File: src/rtl/spc_pkg.sv
package spc_pkg;

    // ----------------------------------------------------------------
    // Privilege levels and field positions
    // ----------------------------------------------------------------
    typedef logic [1:0] spc_level_t;
    localparam spc_level_t PL_MOST  = 2'h0;
    localparam spc_level_t PL_LEAST = 2'h3;
    localparam int SEL_RPL_LSB   = 0;
    localparam int DESC_DPL_LSB  = 45;
    localparam int DESC_CONF_BIT = 42;

    // ----------------------------------------------------------------
    // Segment register slots: 0..3 data, then stack, then code
    // ----------------------------------------------------------------
    localparam int         NUM_SEGS  = 6;
    localparam logic [2:0] SEG_STACK = 3'h4;
    localparam logic [2:0] SEG_CODE  = 3'h5;

    // ----------------------------------------------------------------
    // Register map (byte addresses)
    // ----------------------------------------------------------------
    localparam logic [7:0] ADDR_CTRL   = 8'h00;
    localparam logic [7:0] ADDR_STATUS = 8'h04;
    localparam logic [7:0] ADDR_SEL_AB = 8'h08;
    localparam logic [7:0] ADDR_SEL_CD = 8'h0c;
    localparam logic [7:0] ADDR_SEL_SC = 8'h10;
    localparam logic [7:0] ADDR_IP_LO  = 8'h14;
    localparam logic [7:0] ADDR_IP_HI  = 8'h18;
    localparam logic [1:0] DESC_REGION = 2'h1;
    localparam int CTRL_CPL_LSB  = 0;
    localparam int CTRL_LONG_BIT = 2;
    localparam spc_level_t CPL_RST  = 2'h0;
    localparam logic       LONG_RST = 1'b0;

    typedef enum logic [3:0] {
        K_DATA_A     = 4'h0,
        K_DATA_B     = 4'h1,
        K_DATA_C     = 4'h2,
        K_DATA_D     = 4'h3,
        K_STACK      = 4'h4,
        K_FAR        = 4'h5,
        K_NEAR       = 4'h6,
        K_FAST_ENTRY = 4'h7,
        K_FAST_EXIT  = 4'h8,
        K_TASK_SW    = 4'h9
    } spc_kind_t;

    typedef enum logic [2:0] {
        C_NONE       = 3'h0,
        C_DATA_PRIV  = 3'h1,
        C_STACK_RPL  = 3'h2,
        C_STACK_DPL  = 3'h3,
        C_NC_DPL     = 3'h4,
        C_NC_RPL     = 3'h5,
        C_CONF_DPL   = 3'h6,
        C_LONG_UNSUP = 3'h7
    } spc_cause_t;

    typedef enum logic [1:0] {
        ST_IDLE  = 2'h0,
        ST_CHECK = 2'h1,
        ST_DONE  = 2'h3
    } spc_state_t;

    function automatic spc_level_t lvl_max(spc_level_t a, spc_level_t b);
        return (a > b) ? a : b;
    endfunction

    function automatic logic is_data(spc_kind_t k);
        return k inside {K_DATA_A, K_DATA_B, K_DATA_C, K_DATA_D};
    endfunction

    function automatic logic [2:0] seg_of_kind(spc_kind_t k);
        logic [3:0] kb;
        kb = k;
        if (is_data(k))
            return {1'b0, kb[1:0]};
        else if (k == K_STACK)
            return SEG_STACK;
        else
            return SEG_CODE;
    endfunction

endpackage
File: src/rtl/spc_check.sv
module spc_check (
    input  wire spc_pkg::spc_kind_t  kind,
    input  wire spc_pkg::spc_level_t current_priv_level,
    input  wire spc_pkg::spc_level_t requestor_priv_level,
    input  wire spc_pkg::spc_level_t descriptor_priv_level,
    input  wire logic                conforming,
    input  wire logic                long_mode,
    output logic                     ok,
    output spc_pkg::spc_cause_t      cause
);

    always_comb
    begin
        cause = spc_pkg::C_NONE;
        case (kind)
            spc_pkg::K_DATA_A, spc_pkg::K_DATA_B, spc_pkg::K_DATA_C, spc_pkg::K_DATA_D:
            begin
                if (spc_pkg::lvl_max(current_priv_level, requestor_priv_level) > descriptor_priv_level)
                    cause = spc_pkg::C_DATA_PRIV;
            end
            spc_pkg::K_STACK:
            begin
                // Requestor test takes priority over descriptor test
                if (requestor_priv_level != current_priv_level)
                    cause = spc_pkg::C_STACK_RPL;
                else if (descriptor_priv_level != current_priv_level)
                    cause = spc_pkg::C_STACK_DPL;
            end
            spc_pkg::K_FAR:
            begin
                if (conforming)
                begin
                    if (descriptor_priv_level > current_priv_level)
                        cause = spc_pkg::C_CONF_DPL;
                end
                else if (descriptor_priv_level != current_priv_level)
                    cause = spc_pkg::C_NC_DPL;
                else if (requestor_priv_level > current_priv_level)
                    cause = spc_pkg::C_NC_RPL;
            end
            spc_pkg::K_FAST_ENTRY, spc_pkg::K_FAST_EXIT, spc_pkg::K_TASK_SW:
            begin
                if (long_mode)
                    cause = spc_pkg::C_LONG_UNSUP;
            end
            default: cause = spc_pkg::C_NONE;
        endcase
        ok = (cause == spc_pkg::C_NONE);
    end

endmodule // spc_check

File: src/rtl/spc_checker_top.sv
// Overview of operation
// - Privilege levels are two bits, 0 most privileged, 3 least.
// - Current level held inside; requestor from selector; descriptor level from entry.
// - Data loads use the larger of current and requestor level.
// - Effective level at most descriptor level: load selector and hidden descriptor.
// - Effective level above descriptor level: fault, data register unchanged.
// - Stack load needs requestor level equal to current level, else fault.
// - Stack load needs descriptor level equal to current level, else fault.
// - Passing far transfer loads code selector and instruction pointer from offset.
// - Near transfers are never checked.
// - Direct far transfers change neither level nor stack.
// - Conforming flag picks the check used for a direct transfer.
// - Nonconforming: descriptor level must equal current level, else fault.
// - Nonconforming: requestor level must not exceed current level, else fault.
// - Nonconforming grant keeps current level, ignores selector requestor level.
// - Conforming: descriptor level at most current level, else fault.
// - Conforming: requestor level plays no part in the decision.
// - Conforming grant writes old current level into loaded code selector.
// - In long mode fast system entry and exit are refused.
// - In long mode call or jump task switches are refused.
module spc_checker_top (
    input  wire logic               core_clk,
    input  wire logic               rst_b,
    input  wire logic               wb_cyc_i,
    input  wire logic               wb_stb_i,
    input  wire logic               wb_we_i,
    input  wire logic [7:0]         wb_adr_i,
    input  wire logic [3:0]         wb_sel_i,
    input  wire logic [31:0]        wb_dat_i,
    output logic                    wb_ack_o,
    output logic [31:0]             wb_dat_o,
    input  wire logic               req_valid,
    input  wire spc_pkg::spc_kind_t req_kind,
    input  wire logic [15:0]        req_selector,
    input  wire logic [63:0]        req_descriptor,
    input  wire logic [63:0]        req_offset,
    output logic                    req_ready,
    output logic                    grant,
    output logic                    general_protection_fault,
    output logic [2:0]              fault_cause
);

    // ----------------------------------------------------------------
    // State
    // ----------------------------------------------------------------
    spc_pkg::spc_state_t state_q, state_d;
    spc_pkg::spc_kind_t  cap_kind_q, cap_kind_d, last_kind_q, last_kind_d;
    logic [15:0]         cap_sel_q, cap_sel_d;
    logic [63:0]         cap_desc_q, cap_desc_d;
    logic [63:0]         cap_off_q, cap_off_d;
    logic [15:0]         seg_sel_q [spc_pkg::NUM_SEGS];
    logic [15:0]         seg_sel_d [spc_pkg::NUM_SEGS];
    logic [63:0]         seg_desc_q [spc_pkg::NUM_SEGS];
    logic [63:0]         seg_desc_d [spc_pkg::NUM_SEGS];
    logic [63:0]         ip_q, ip_d;
    spc_pkg::spc_level_t cpl_q, cpl_d;
    logic                long_q, long_d;
    logic                ready_q, ready_d;
    logic                grant_q, grant_d;
    logic                fault_q, fault_d;
    spc_pkg::spc_cause_t cause_q, cause_d;
    logic                ack_q, ack_d;
    logic [31:0]         dat_q, dat_d;

    spc_pkg::spc_level_t cap_rpl, cap_dpl;
    logic                cap_conf;
    logic                chk_ok;
    spc_pkg::spc_cause_t chk_cause;
    logic                in_check;
    logic [2:0]          desc_idx;
    logic                bus_wr;

    assign cap_rpl  = cap_sel_q[spc_pkg::SEL_RPL_LSB +: 2];
    assign cap_dpl  = cap_desc_q[spc_pkg::DESC_DPL_LSB +: 2];
    assign cap_conf = cap_desc_q[spc_pkg::DESC_CONF_BIT];
    assign in_check = (state_q == spc_pkg::ST_CHECK);
    assign desc_idx = wb_adr_i[5:3];
    assign bus_wr   = wb_cyc_i && wb_stb_i && wb_we_i && ack_q;

    spc_check u_check (
        .kind       (cap_kind_q),
        .current_priv_level        (cpl_q),
        .requestor_priv_level        (cap_rpl),
        .descriptor_priv_level        (cap_dpl),
        .conforming (cap_conf),
        .long_mode  (long_q),
        .ok         (chk_ok),
        .cause      (chk_cause)
    );

    // ----------------------------------------------------------------
    // Request sequencing and architectural state
    // ----------------------------------------------------------------
    always_comb
    begin
        state_d     = state_q;
        cap_kind_d  = cap_kind_q;
        cap_sel_d   = cap_sel_q;
        cap_desc_d  = cap_desc_q;
        cap_off_d   = cap_off_q;
        last_kind_d = last_kind_q;
        seg_sel_d   = seg_sel_q;
        seg_desc_d  = seg_desc_q;
        ip_d        = ip_q;
        grant_d     = 1'b0;
        fault_d     = 1'b0;
        cause_d     = cause_q;
        case (state_q)
            spc_pkg::ST_IDLE:
            begin
                if (req_valid)
                begin
                    cap_kind_d = req_kind;
                    cap_sel_d  = req_selector;
                    cap_desc_d = req_descriptor;
                    cap_off_d  = req_offset;
                    state_d    = spc_pkg::ST_CHECK;
                end
            end
            spc_pkg::ST_CHECK:
            begin
                state_d     = spc_pkg::ST_DONE;
                last_kind_d = cap_kind_q;
                cause_d     = chk_cause;
                grant_d     = chk_ok;
                fault_d     = !chk_ok;
                // Nothing architectural moves unless the check passed
                if (chk_ok)
                begin
                    case (cap_kind_q)
                        spc_pkg::K_DATA_A, spc_pkg::K_DATA_B, spc_pkg::K_DATA_C, spc_pkg::K_DATA_D,
                        spc_pkg::K_STACK:
                        begin
                            seg_sel_d[spc_pkg::seg_of_kind(cap_kind_q)]  = cap_sel_q;
                            seg_desc_d[spc_pkg::seg_of_kind(cap_kind_q)] = cap_desc_q;
                        end
                        spc_pkg::K_FAR:
                        begin
                            // Stack slot untouched and level kept: no switch here
                            seg_sel_d[spc_pkg::SEG_CODE]  = {cap_sel_q[15:2], cpl_q};
                            seg_desc_d[spc_pkg::SEG_CODE] = cap_desc_q;
                            ip_d = cap_off_q;
                        end
                        spc_pkg::K_NEAR: ip_d = cap_off_q;
                        default: ip_d = ip_q;
                    endcase
                end
            end
            spc_pkg::ST_DONE: state_d = spc_pkg::ST_IDLE;
            default:          state_d = spc_pkg::ST_IDLE;
        endcase
        ready_d = (state_d == spc_pkg::ST_IDLE);
    end

    always_ff @(posedge core_clk or negedge rst_b)
    begin
        if (!rst_b)
        begin
            state_q     <= spc_pkg::ST_IDLE;
            cap_kind_q  <= spc_pkg::K_NEAR;
            cap_sel_q   <= 16'h0;
            cap_desc_q  <= 64'h0;
            cap_off_q   <= 64'h0;
            last_kind_q <= spc_pkg::K_NEAR;
            ip_q        <= 64'h0;
            ready_q     <= 1'b1;
            grant_q     <= 1'b0;
            fault_q     <= 1'b0;
            cause_q     <= spc_pkg::C_NONE;
            for (int i = 0; i < spc_pkg::NUM_SEGS; i++)
            begin
                seg_sel_q[i]  <= 16'h0;
                seg_desc_q[i] <= 64'h0;
            end
        end
        else
        begin
            state_q     <= state_d;
            cap_kind_q  <= cap_kind_d;
            cap_sel_q   <= cap_sel_d;
            cap_desc_q  <= cap_desc_d;
            cap_off_q   <= cap_off_d;
            last_kind_q <= last_kind_d;
            seg_sel_q   <= seg_sel_d;
            seg_desc_q  <= seg_desc_d;
            ip_q        <= ip_d;
            ready_q     <= ready_d;
            grant_q     <= grant_d;
            fault_q     <= fault_d;
            cause_q     <= cause_d;
        end
    end

    // ----------------------------------------------------------------
    // Wishbone slave: one wait state, ack dropped after one cycle
    // ----------------------------------------------------------------
    always_comb
    begin
        cpl_d  = cpl_q;
        long_d = long_q;
        ack_d  = wb_cyc_i && wb_stb_i && !ack_q;
        dat_d  = dat_q;
        // Write lands on the edge where the master sees ack
        if (bus_wr && wb_adr_i == spc_pkg::ADDR_CTRL && wb_sel_i[0])
        begin
            cpl_d  = wb_dat_i[spc_pkg::CTRL_CPL_LSB +: 2];
            long_d = wb_dat_i[spc_pkg::CTRL_LONG_BIT];
        end
        if (ack_d)
        begin
            case (wb_adr_i)
                spc_pkg::ADDR_CTRL:   dat_d = 32'({long_q, cpl_q});
                spc_pkg::ADDR_STATUS: dat_d = 32'({!ready_q, last_kind_q, cause_q});
                spc_pkg::ADDR_SEL_AB: dat_d = {seg_sel_q[1], seg_sel_q[0]};
                spc_pkg::ADDR_SEL_CD: dat_d = {seg_sel_q[3], seg_sel_q[2]};
                spc_pkg::ADDR_SEL_SC: dat_d = {seg_sel_q[spc_pkg::SEG_CODE], seg_sel_q[spc_pkg::SEG_STACK]};
                spc_pkg::ADDR_IP_LO:  dat_d = ip_q[31:0];
                spc_pkg::ADDR_IP_HI:  dat_d = ip_q[63:32];
                default:
                begin
                    // Unmapped words read zero, writes there are dropped
                    dat_d = 32'h0;
                    if (wb_adr_i[7:6] == spc_pkg::DESC_REGION && desc_idx < 3'(spc_pkg::NUM_SEGS))
                        dat_d = wb_adr_i[2] ? seg_desc_q[desc_idx][63:32] : seg_desc_q[desc_idx][31:0];
                end
            endcase
        end
    end

    always_ff @(posedge core_clk or negedge rst_b)
    begin
        if (!rst_b)
        begin
            cpl_q  <= spc_pkg::CPL_RST;
            long_q <= spc_pkg::LONG_RST;
            ack_q  <= 1'b0;
            dat_q  <= 32'h0;
        end
        else
        begin
            cpl_q  <= cpl_d;
            long_q <= long_d;
            ack_q  <= ack_d;
            dat_q  <= dat_d;
        end
    end

    assign wb_ack_o                 = ack_q;
    assign wb_dat_o                 = dat_q;
    assign req_ready                = ready_q;
    assign grant                    = grant_q;
    assign general_protection_fault = fault_q;
    assign fault_cause              = cause_q;
endmodule // spc_checker_top

File: config.mk
export PLATFORM = sky130hd
export DESIGN_NAME = spc_checker_top
export DESIGN_NICKNAME = d
export VERILOG_FILES = /design/src/rtl/spc_pkg.sv /design/src/rtl/spc_check.sv /design/src/rtl/spc_checker_top.sv
export SDC_FILE = /design/constraint.sdc
export NUM_CORES = 1
export LEC_CHECK = 0
export CORE_ASPECT_RATIO = 1.4
export CORE_MARGIN = 2
export CORE_UTILIZATION = 55
export CTS_CLUSTER_DIAMETER = 60
export CTS_CLUSTER_SIZE = 30
export DETAILED_ROUTE_END_ITERATION = 16
export DONT_BUFFER_PORTS = 1
export HOLD_SLACK_MARGIN = 0.03
export PLACE_DENSITY = 0.74
export SLEW_MARGIN = 0
export SYNTH_ARGS = -nofsm -noshare
export SYNTH_HDL_FRONTEND = slang
export SYNTH_SLANG_ARGS = --single-unit
export TNS_END_PERCENT = 5
File: constraint.sdc
create_clock -name core_clk -period 3.1 [get_ports core_clk]
set_input_delay 0.155 -clock core_clk [delete_from_list [all_inputs] [get_ports core_clk]]
set_output_delay 0.155 -clock core_clk [all_outputs]
set_load 0.005 [all_outputs]
Yosys cells after proc, flatten, opt, wreduce, memory -nomap -nowiden
Cells that the tools add are included.
- flip-flop bits (word level): 740
- output and inout bits: 39
- magnitude comparators: 8
- eq/ne operators: 19
- mux-type cells: 33
- bitwise operators: 2
- reductions and logical operators: 26
- operators by type and width (kind ; count):
    384-bit bitwise mux ; 1
    32-bit one-hot mux with 7 select lines ; 1
    64-bit binary-select mux with 3-bit select ; 1
    64-bit demux with 3-bit select ; 1
    64-bit two-way mux ; 3
    64-bit one-hot mux with 2 select lines ; 1
    96-bit bitwise mux ; 1
    32-bit two-way mux ; 2
    16-bit demux with 3-bit select ; 1
    16-bit one-hot mux with 2 select lines ; 1
    3-bit two-way mux ; 10
    8-bit by 5-bit equality test with 1-bit output (second input constant) ; 3
    4-bit by 3-bit equality test with 1-bit output (second input constant) ; 4
    8-bit by 4-bit equality test with 1-bit output (second input constant) ; 2
    16-bit two-way mux ; 1
    3-bit one-hot mux with 4 select lines ; 1
    3-bit AND reduction ; 3
    4-bit by 2-bit equality test with 1-bit output (second input constant) ; 2
    4-bit equality test (second input constant) ; 2
    8-bit by 3-bit equality test with 1-bit output (second input constant) ; 1
    4-bit greater-or-equal comparator (second input constant) ; 2
    2-bit > comparator ; 4
    1-bit logical AND ; 8
    8-bit zero test ; 1
    20 further kinds ; 31

Depth between registers and ports, before layout
Gate-level depths: netlist of run 1.
- word-level depth: 15
- gate-level depth with buffers: 11
- gate-level depth less buffers: 10

Cells and area by module
From an unflattened synthesis of run 1, not the netlist that was laid out.
- cells, all modules: 2240
- area total of the unflattened synthesis: 32582.5 um2
- modules (own cells, without submodules) (module ; instances ; cells each ; area an instance (um2) ; seq. area each (um2)):
    spc_checker_top ; 1 ; 2198 ; 32262.2 ; 18524.0
    spc_check ; 1 ; 42 ; 320.3 ; 0.0

Worst setup path after synthesis of run 1
No wires, ideal clock.
- path kind: flip-flop to flip-flop
- start: reg cap_sel_q[1]
- end: reg seg_desc_q[192] (netlist bit)
- setup time: 0.125 ns
- data arrival time: 3.000 ns
- path slack: -0.025 ns
- cell stages (with the launch flop): 12
- period minus slack after synthesis: 3.125 ns
- path through: dfrtp_1 -> inv_1 -> ha_1 -> o21bai_1 -> mux2i_1 -> ha_1 -> nor2b_1 -> o211ai_1 -> o2111ai_4 -> nor4_4 -> buf_6 -> mux2_4
- longest elaborated chain between the ends: 7
- elaborated cells on any way between the ends: 13
- classes of those cells: order compare: 3; eq/ne: 1; mux: 7; reduce/logical: 2
- RTL lines (what ; RTL line ; source):
    start: declaration ; spc_checker_top.sv:48 ; logic [15:0] cap_sel_q, cap_sel_d;
    start signal: assignment ; spc_checker_top.sv:180 ; cap_sel_q <= cap_sel_d;
    2-bit > comparator, on equally long branches ; spc_pkg.sv:67, spc_check.sv:38 ;
    2-bit two-way mux or 3-bit two-way mux (tied branches) ; spc_pkg.sv:67, spc_check.sv:38 ;
    2-bit > comparator or 3-bit two-way mux (tied branches) ; spc_check.sv:18, spc_check.sv:36 ;
    1-bit two-way mux or 3-bit two-way mux (tied branches) ; spc_check.sv:18, spc_check.sv:31 ;
    3-bit one-hot mux with 4 select lines (*) ; spc_check.sv:15 ; case (kind)
    3-bit zero test (*) ; spc_check.sv:48 ; ok = (cause == spc_pkg::C_NONE);
    3-bit AND reduction (no line) (*) ; -- ;
    end signal: assignment ; spc_checker_top.sv:185 ; seg_desc_q <= seg_desc_d;
    end: declaration ; spc_checker_top.sv:53 ; logic [63:0] seg_desc_q [spc_pkg::NUM_SEGS];
Mark *: on every way between the ends. The rest lies on a longest branch, timed or not.
A chain may end at the register's enable or synchronous reset.

Worst setup path in the final report of run 1
- start: reg cpl_q[1]
- end: reg seg_sel_q[91] (netlist bit)
- longest elaborated chain between the ends: 7
- elaborated cells on any way between the ends: 17
- classes of those cells: order compare: 4; eq/ne: 2; mux: 9; reduce/logical: 2
- RTL lines (what ; RTL line ; source):
    start: declaration ; spc_checker_top.sv:56 ; spc_pkg::spc_level_t cpl_q, cpl_d;
    start signal: assignment ; spc_checker_top.sv:234 ; cpl_q <= spc_pkg::CPL_RST;
    start signal: assignment ; spc_checker_top.sv:241 ; cpl_q <= cpl_d;
    2-bit > comparator, on equally long branches ; spc_pkg.sv:67, spc_check.sv:38 ;
    2-bit two-way mux or 3-bit two-way mux (tied branches) ; spc_pkg.sv:67, spc_check.sv:38 ;
    2-bit > comparator or 3-bit two-way mux (tied branches) ; spc_check.sv:18, spc_check.sv:36 ;
    1-bit two-way mux or 3-bit two-way mux (tied branches) ; spc_check.sv:18, spc_check.sv:31 ;
    3-bit one-hot mux with 4 select lines (*) ; spc_check.sv:15 ;
    3-bit zero test (*) ; spc_check.sv:48 ;
    3-bit AND reduction (no line) (*) ; -- ;
    end signal: assignment ; spc_checker_top.sv:184 ; seg_sel_q <= seg_sel_d;
    end: declaration ; spc_checker_top.sv:51 ; logic [15:0] seg_sel_q [spc_pkg::NUM_SEGS];
Marked as above.

==> results of run 1 <==
## layout make-up
class                           count  area share
Tap cell                          817      0.0265
Inverter                           42     0.00408
Antenna cell                        4    0.000259
Clock buffer                       41      0.0265
Multi-Input combinational cell   1324       0.375
Clock inverter                     27     0.00929
Timing Repair Buffer              259      0.0794
Sequential cell                   740       0.479
## power breakdown
group          internal [mW]  switching (mW)  total [mW]  leakage [nW]
sequential              13.7            3.55        17.3          9.27
combinational           6.64            3.21        9.85          6.99
clock                   2.77            3.51        6.27         0.667
total                   23.1            10.3        33.4          16.9
## repair_timing
| action | in CTS | in global routing |
|---|---|---|
| pin swaps | 2 | 6 |
| resized for setup | 1 | 84 |
| buffers inserted | 1 | 9 |
| endpoints found under the hold margin | 925 | 740 |
| cloned | 0 | 10 |
| endpoints found under the setup margin | 72 | 356 |
## worst reg2reg max path, delay by kind of cell (launching register included)
family / cells / cell delay (ns)
compound gates: 3 / 0.69
fa+ha+maj: 2 / 0.41
buf+inv: 4 / 0.62
flops: 1 / 0.40
mux: 2 / 0.52
simple gates: 2 / 0.37
## synthesized netlist by cell type, drive strengths merged (33+ instances only)
library cell and count:
inv 41, nor2 66, a21oi 81, clkbuf 79
dfrtp 735, mux2i 68, mux2 721, nand3 75
nand2b 33, mux4 62, buf 72
## placed cells by master, fill, tap and decap left out, types with 34 or more instances in the layout
cell,instances
inv_1,39
dfrtp_1,735
mux4_2,62
nor2_1,64
clkbuf_16,51
mux2_2,338
buf_4,34
mux2i_1,68
a21oi_1,81
dlygate4sd3_1,162
mux2_4,377
nand3_1,75
## stage by stage
stage / setup WS, ns / hold WS (ns) / utilization
2_1_floorplan: 0.0178 / -0.141 / -
3_3_place_gp: -0.0157 / -0.116 / 0.574
3_5_place_dp: -0.0471 / -0.110 / 0.574
4_1_cts: -0.0185 / -0.762 / 0.625
5_1_grt: -0.115 / -0.776 / 0.636
6_report: -0.0106 / -0.741 / 0.636
## per-layer routing
metal,vias up,GRT usage
met2,579,0.431
met4,0,0.115
met3,147,0.0457
met5,-,0
li1,8469,-
met1,10500,0.357
## worst min path at each step
stage | to | cells past startpoint | slack (ns)
2_1_floorplan | cap_desc_q[0] | 0 | -0.14
6_report | cap_off_q[31] | 0 | -0.74
5_1_grt | cap_off_q[62] | 0 | -0.78
3_3_place_gp | cap_off_q[27] | 0 | -0.12
4_1_cts | cap_off_q[61] | 0 | -0.76
3_5_place_dp | cap_off_q[62] | 0 | -0.11
## cell families after synthesis
| family | count (synthesis) |
|---|---|
| mux | 851 |
| fa+ha+maj | 7 |
| compound gates | 205 |
| flops | 740 |
| buf+inv | 193 |
| simple gates | 261 |
## sequential cells by signal, indices dropped and copies added (netlist names), 2 cells and up
name,flops
cap_kind_q,4
fault_cause,3
seg_desc_q,384
cpl_q,2
ip_q,64
cap_sel_q,16
seg_sel_q,96
cap_desc_q,64
wb_dat_o,32
last_kind_q,4
state_q,2
cap_off_q,64
==> impl_metrics.toml, run 1 <==
[route]
vias = 19700
wl_met2_mm = 41.2
wl_per_cell_microns = 26.3
drt.antenna.violating_nets = 0
avgViaCountPerCell = 6.05
drc = 0
first_iter_violations = 1772
maxUsedRoutingLayer = "met4"
wl_mm = 85.6
dr.pass1.iters = 5
wl_met3_mm = 4.84
wl_met1_mm = 35.6

[timing]
slew_violations = 354
fin_crit_sh = 1.00
grt_setup_unrepaired = "yes"
setup_ws_ns = -0.0106
setup-tns-final_ns = -0.0358
slew_headroom = -0.444
hold_viol = 735
fin_worst_skew_ns = 0.0334
fmax_mhz = 321
period_needed_ns = 3.11
setup_violations = 5
whs_ns = -0.741
worstMarginPinSlew_ns = 2.17

[layout]
regArea_sq_um = 18500
drive_gt1_frac = 0.400
fin_area_sq_um = 38600
layout.cells.non_filler = 3254
multi_input_area_sq_um = 14500
nets = 2610
area_delta_synth_final_pct = 14.4
final.fill_count = 4336

[pwr]
power_mw = 33.4
p_leak_nw = 16.9
p_per_area_nw_per_um2 = 864
ir_drop_mv = 0.517

[clocking]
clock_sinks = 740
insertion_delay_ns = 0.60
cts-htree-levels = 2
cts_tree = "done"
ctsHoldBuffers = 165
path_clk_slew_ns = 0.10
cts-root-buf = "clkbuf_16"
cts_inserted_buffers = 38
cts_max_path_buffers = 3

[worst_setup_path]
cp.required_ns = 3.59
endpoint = "seg_sel_q[91]"
crit_type = "reg2reg"
critPathBufInv = 4
crit_arrival_ns = 3.60
startpoint_type = "flip-flop"
cp_cell_sequence = "inv_2, ha_4, o21bai_4, mux2i_1, ha_2, nor2b_1, o211ai_1, o2111ai_4, nor4_4, buf_6, buf_8, clkbuf_16, mux2_4"
cp_max_fo = 8
cp.depth = 13
reg2reg_slack_ns = -0.01
startpoint = "cpl_q[1]"
crit_slowest_cell = "dfrtp_1"
end_kind = "flip-flop"
crit_family = "compound AO/OA/AOI/OAI gates"
r2r_cells = 13
r2r_end = "seg_sel_q[91]"
slowest_delay_ns = 0.40
regToRegStartpoint = "cpl_q[1]"

[die]
start_util = 0.556
ios = 237
die-area_sq_um = 63500
rows = 107
core-area_sq_um = 60800
fp.dieH_microns = 297
dieWidth_microns = 213

[global_routing]
track_usage = 0.267
antenna_found_initial = 3
first_global_vias = 21000
grt_max_degree = 741
grt_pass1_wl_mm = 129
overflow = 0

[place]
place_congestion = 0.884
hpwl_mm = 51.6
placed_area_sq_um = 34900
dp_cells = 2997
io_buffers = 0

[status]
violations = "negative hold slack, max-slew violations, negative setup slack"
status = "complete, but fails checks"

[yosys]
synth_simple_gate_area_share = 0.0412
synth_mux_area_frac = 0.337
synthesis.nets = 2462
synth_cell_types = 63
synth_top_family_by_area = "multiplexers"
async_flop_share = 1.00
synth_seq_cells = 740
synth_top_cells_by_area = "dfrtp_1, mux2_4, mux2_2"
synth_edf_count = 0
synth_adder_area_share = 0.00259
ys.warnings.count = 0
synthFlopType = "dfrtp_1"
syn_inst = 2257
netlist.top_cell.by_area = "dfrtp_1"
netlist.area_leader.share = 0.544
synth_seq_area_share = 0.548
synth_xor_xnor_area_share = 0
synth_area_per_cell_sq_um = 15.0
synth_area_sq_um = 33800
synth_compound_area_frac = 0.0393

[min_path]
hold_path.class = "in2async"

[flow_run]
drv_cap = 0
No activity file was read; power rests on OpenSTA's default activity.
==> inputs of run 2 (changes only) <==
--- a/config.mk
+++ b/config.mk
@@ -5,6 +5,7 @@
 export SDC_FILE = /design/constraint.sdc
 export NUM_CORES = 1
 export LEC_CHECK = 0
+export ABC_AREA = 1
 export CORE_ASPECT_RATIO = 1.4
 export CORE_MARGIN = 2
 export CORE_UTILIZATION = 55
==> impl_metrics.toml, run 2 <==
[status]
status = "complete, but fails checks"
violations = "negative hold slack, max-slew violations"

[worst_setup_path]
cp_max_fo = 100
r2r_end = "ip_q[24]"
crit_arrival_ns = 3.38
slowest_delay_ns = 0.40
end_kind = "flip-flop"
regToRegStartpoint = "cap_sel_q[1]"
cp.depth = 16
crit_family = "simple AND/OR/NAND/NOR gates"
reg2reg_slack_ns = 0.22
crit_slowest_cell = "dfrtp_1"
crit_type = "reg2reg"
cp.required_ns = 3.59
r2r_cells = 16
cp_cell_sequence = "buf_4, ha_1, o21bai_2, nand2_1, o21ai_1, ha_1, nand2_1, nand3_1, nand3_1, nor2_2, nand2_1, nor2_4, buf_12, nand2_2, buf_12, o21ai_0"
startpoint = "cap_sel_q[1]"
endpoint = "ip_q[24]"
startpoint_type = "flip-flop"
critPathBufInv = 3
cpMostUsedCell = "nand2_1"

[layout]
drive_gt1_frac = 0.0533
fin_area_sq_um = 37200
reg_top3 = "seg_desc_q: 384 flops, seg_sel_q: 96 flops"
mostFrequentLayoutCells = "nand2_1, dfrtp_1, o21ai_0"
final_util = 0.622
regMostFlops = "seg_desc_q"
nets = 4232
layout.cells.non_filler = 4862
largest_reg_flops = 384
final_common_cell = "nand2_1"
area_delta_synth_final_pct = 11.7
num_antenna_cells = 0

[pwr]
p_per_area_nw_per_um2 = 812
ir_drop_mv = 0.800
p_leak_nw = 19.0
power_mw = 30.2

[yosys]
synth_edf_count = 0
synth_top_cells_by_area = "dfrtp_1, nand2_1, o21ai_0"
ys.warnings.count = 0
synth_area_sq_um = 33300
netlist.top_cell.by_area = "dfrtp_1"
synth_area_per_cell_sq_um = 8.30
async_flop_share = 1.00
synth_seq_area_share = 0.556
netlist.area_leader.share = 0.552
syn_inst = 4015
yosysMostFrequentCell = "nand2_1"
synthesis.nets = 4220
synth_cell_types = 31
synth_commonest_cells = "nand2_1, dfrtp_1, o21ai_0"
synth_seq_cells = 740
synthFlopType = "dfrtp_1"

[global_routing]
grt_pass1_wl_mm = 156
first_global_vias = 27000
antenna_found_initial = 0
track_usage = 0.324
overflow = 0
grt_max_degree = 741

[place]
hpwl_mm = 60.0
dp_cells = 4626
pre_cts_ws_ns = 0.163
io_buffers = 0
placed_area_sq_um = 34200
place_congestion = 0.861

[clocking]
ctsHoldBuffers = 172
cts_max_path_buffers = 3
insertion_delay_ns = 0.60
cts-root-buf = "clkbuf_16"
clock_sinks = 740
cts_tree = "done"
path_clk_slew_ns = 0.11
cts-htree-levels = 2
cts_inserted_buffers = 37

[timing]
fin_crit_sh = 0.931
period_needed_ns = 2.88
slew_violations = 620
whs_ns = -0.719
setup-tns-final_ns = 0
hold_viol = 582
slew_headroom = -1.26
worstMarginPinSlew_ns = 3.40
grt_setup_unrepaired = "yes"
fin_worst_skew_ns = 0.0222
fmax_mhz = 347
setup_violations = 0
setup_ws_ns = 0.215

[min_path]
hold_path.class = "in2async"

[die]
core-area_sq_um = 59800
fp.dieH_microns = 295
start_util = 0.557
dieWidth_microns = 212
rows = 106
die-area_sq_um = 62600
ios = 237

[route]
first_iter_violations = 2861
vias = 28000
wl_per_cell_microns = 20.6
drt.antenna.violating_nets = 0
wl_mm = 100
avgViaCountPerCell = 5.76
drc = 0
dr.pass1.iters = 8

[flow_run]
drv_cap = 0
## run 2: cell count changes after synthesis, sizes merged, moves of 68 or more
cell    before   now
nand2       32  1204
mux2       721    28
o21ai       22   426
inv         41   342
nor2        66   309
nand4        5   219
clkbuf      79   184
nand3       75   172
o211ai       5    94
mux2i       68     0
## run 2: routing by layer
| metal | GRT usage | vias to the layer above | share of wire |
|---|---|---|---|
| li1 | - | 13000 | - |
| met1 | 0.426 | 13700 | 0.40 |
| met4 | 0.174 | 0 | 0.056 |
| met3 | 0.0478 | 196 | 0.069 |
| met2 | 0.521 | 1085 | 0.48 |
| met5 | 0 | - | 0 |
## run 2: how the worst min path moves through the flow
stage / start / endpoint / cells after the start
after floorplan: rst_b / cap_desc_q[0] / 0
after global placement: rst_b / cap_off_q[1] / 0
after detailed placement: rst_b / cap_off_q[1] / 0
after CTS: rst_b / fault_cause[2] / 0
after global routing: rst_b / cap_off_q[1] / 0
final: rst_b / cap_off_q[1] / 0
## run 2: kinds of logic after synthesis
kind of cell | share of synthesized area
and+or+nand+nor | 0.241
DFF | 0.556
AOI/OAI and AO/OA | 0.116
buffers and inverters | 0.0750
muxes | 0.00947
adders and majority gates | 0.00263
## run 2: cell type report
class,instances,area (sq um)
fillers,5126,22600
well taps,810,1010
clock inverters,22,260
flip-flops and latches,740,18500
inverters,343,1290
multi-input cells,2651,12400
clock buffers,42,965
repair buffers,254,2740
## run 2: repair_timing
item / 4_1_cts / 5_1_grt
hold endpoints to repair: 896 / 740
gates resized for setup: 0 / 7
buffers inserted: 0 / 0
endpoints found under the setup margin: 0 / 143
## run 2: worst reg2reg max path: cells and delay by family, from the launching register on
kind / cells / cell delay, ns
buffers and inverters: 3 / 0.58
AND/OR/NAND/NOR: 8 / 0.70
flip-flops: 1 / 0.40
adder cells (fa/ha/maj): 2 / 0.46
AO/OA/AOI/OAI: 3 / 0.66
## run 2: power breakdown
| group | switching [mW] | internal, mW |
|---|---|---|
| Combinational | 5.88 | 3.03 |
| Sequential | 2.08 | 13.3 |
| Clock | 3.44 | 2.49 |
| Total | 11.4 | 18.8 |
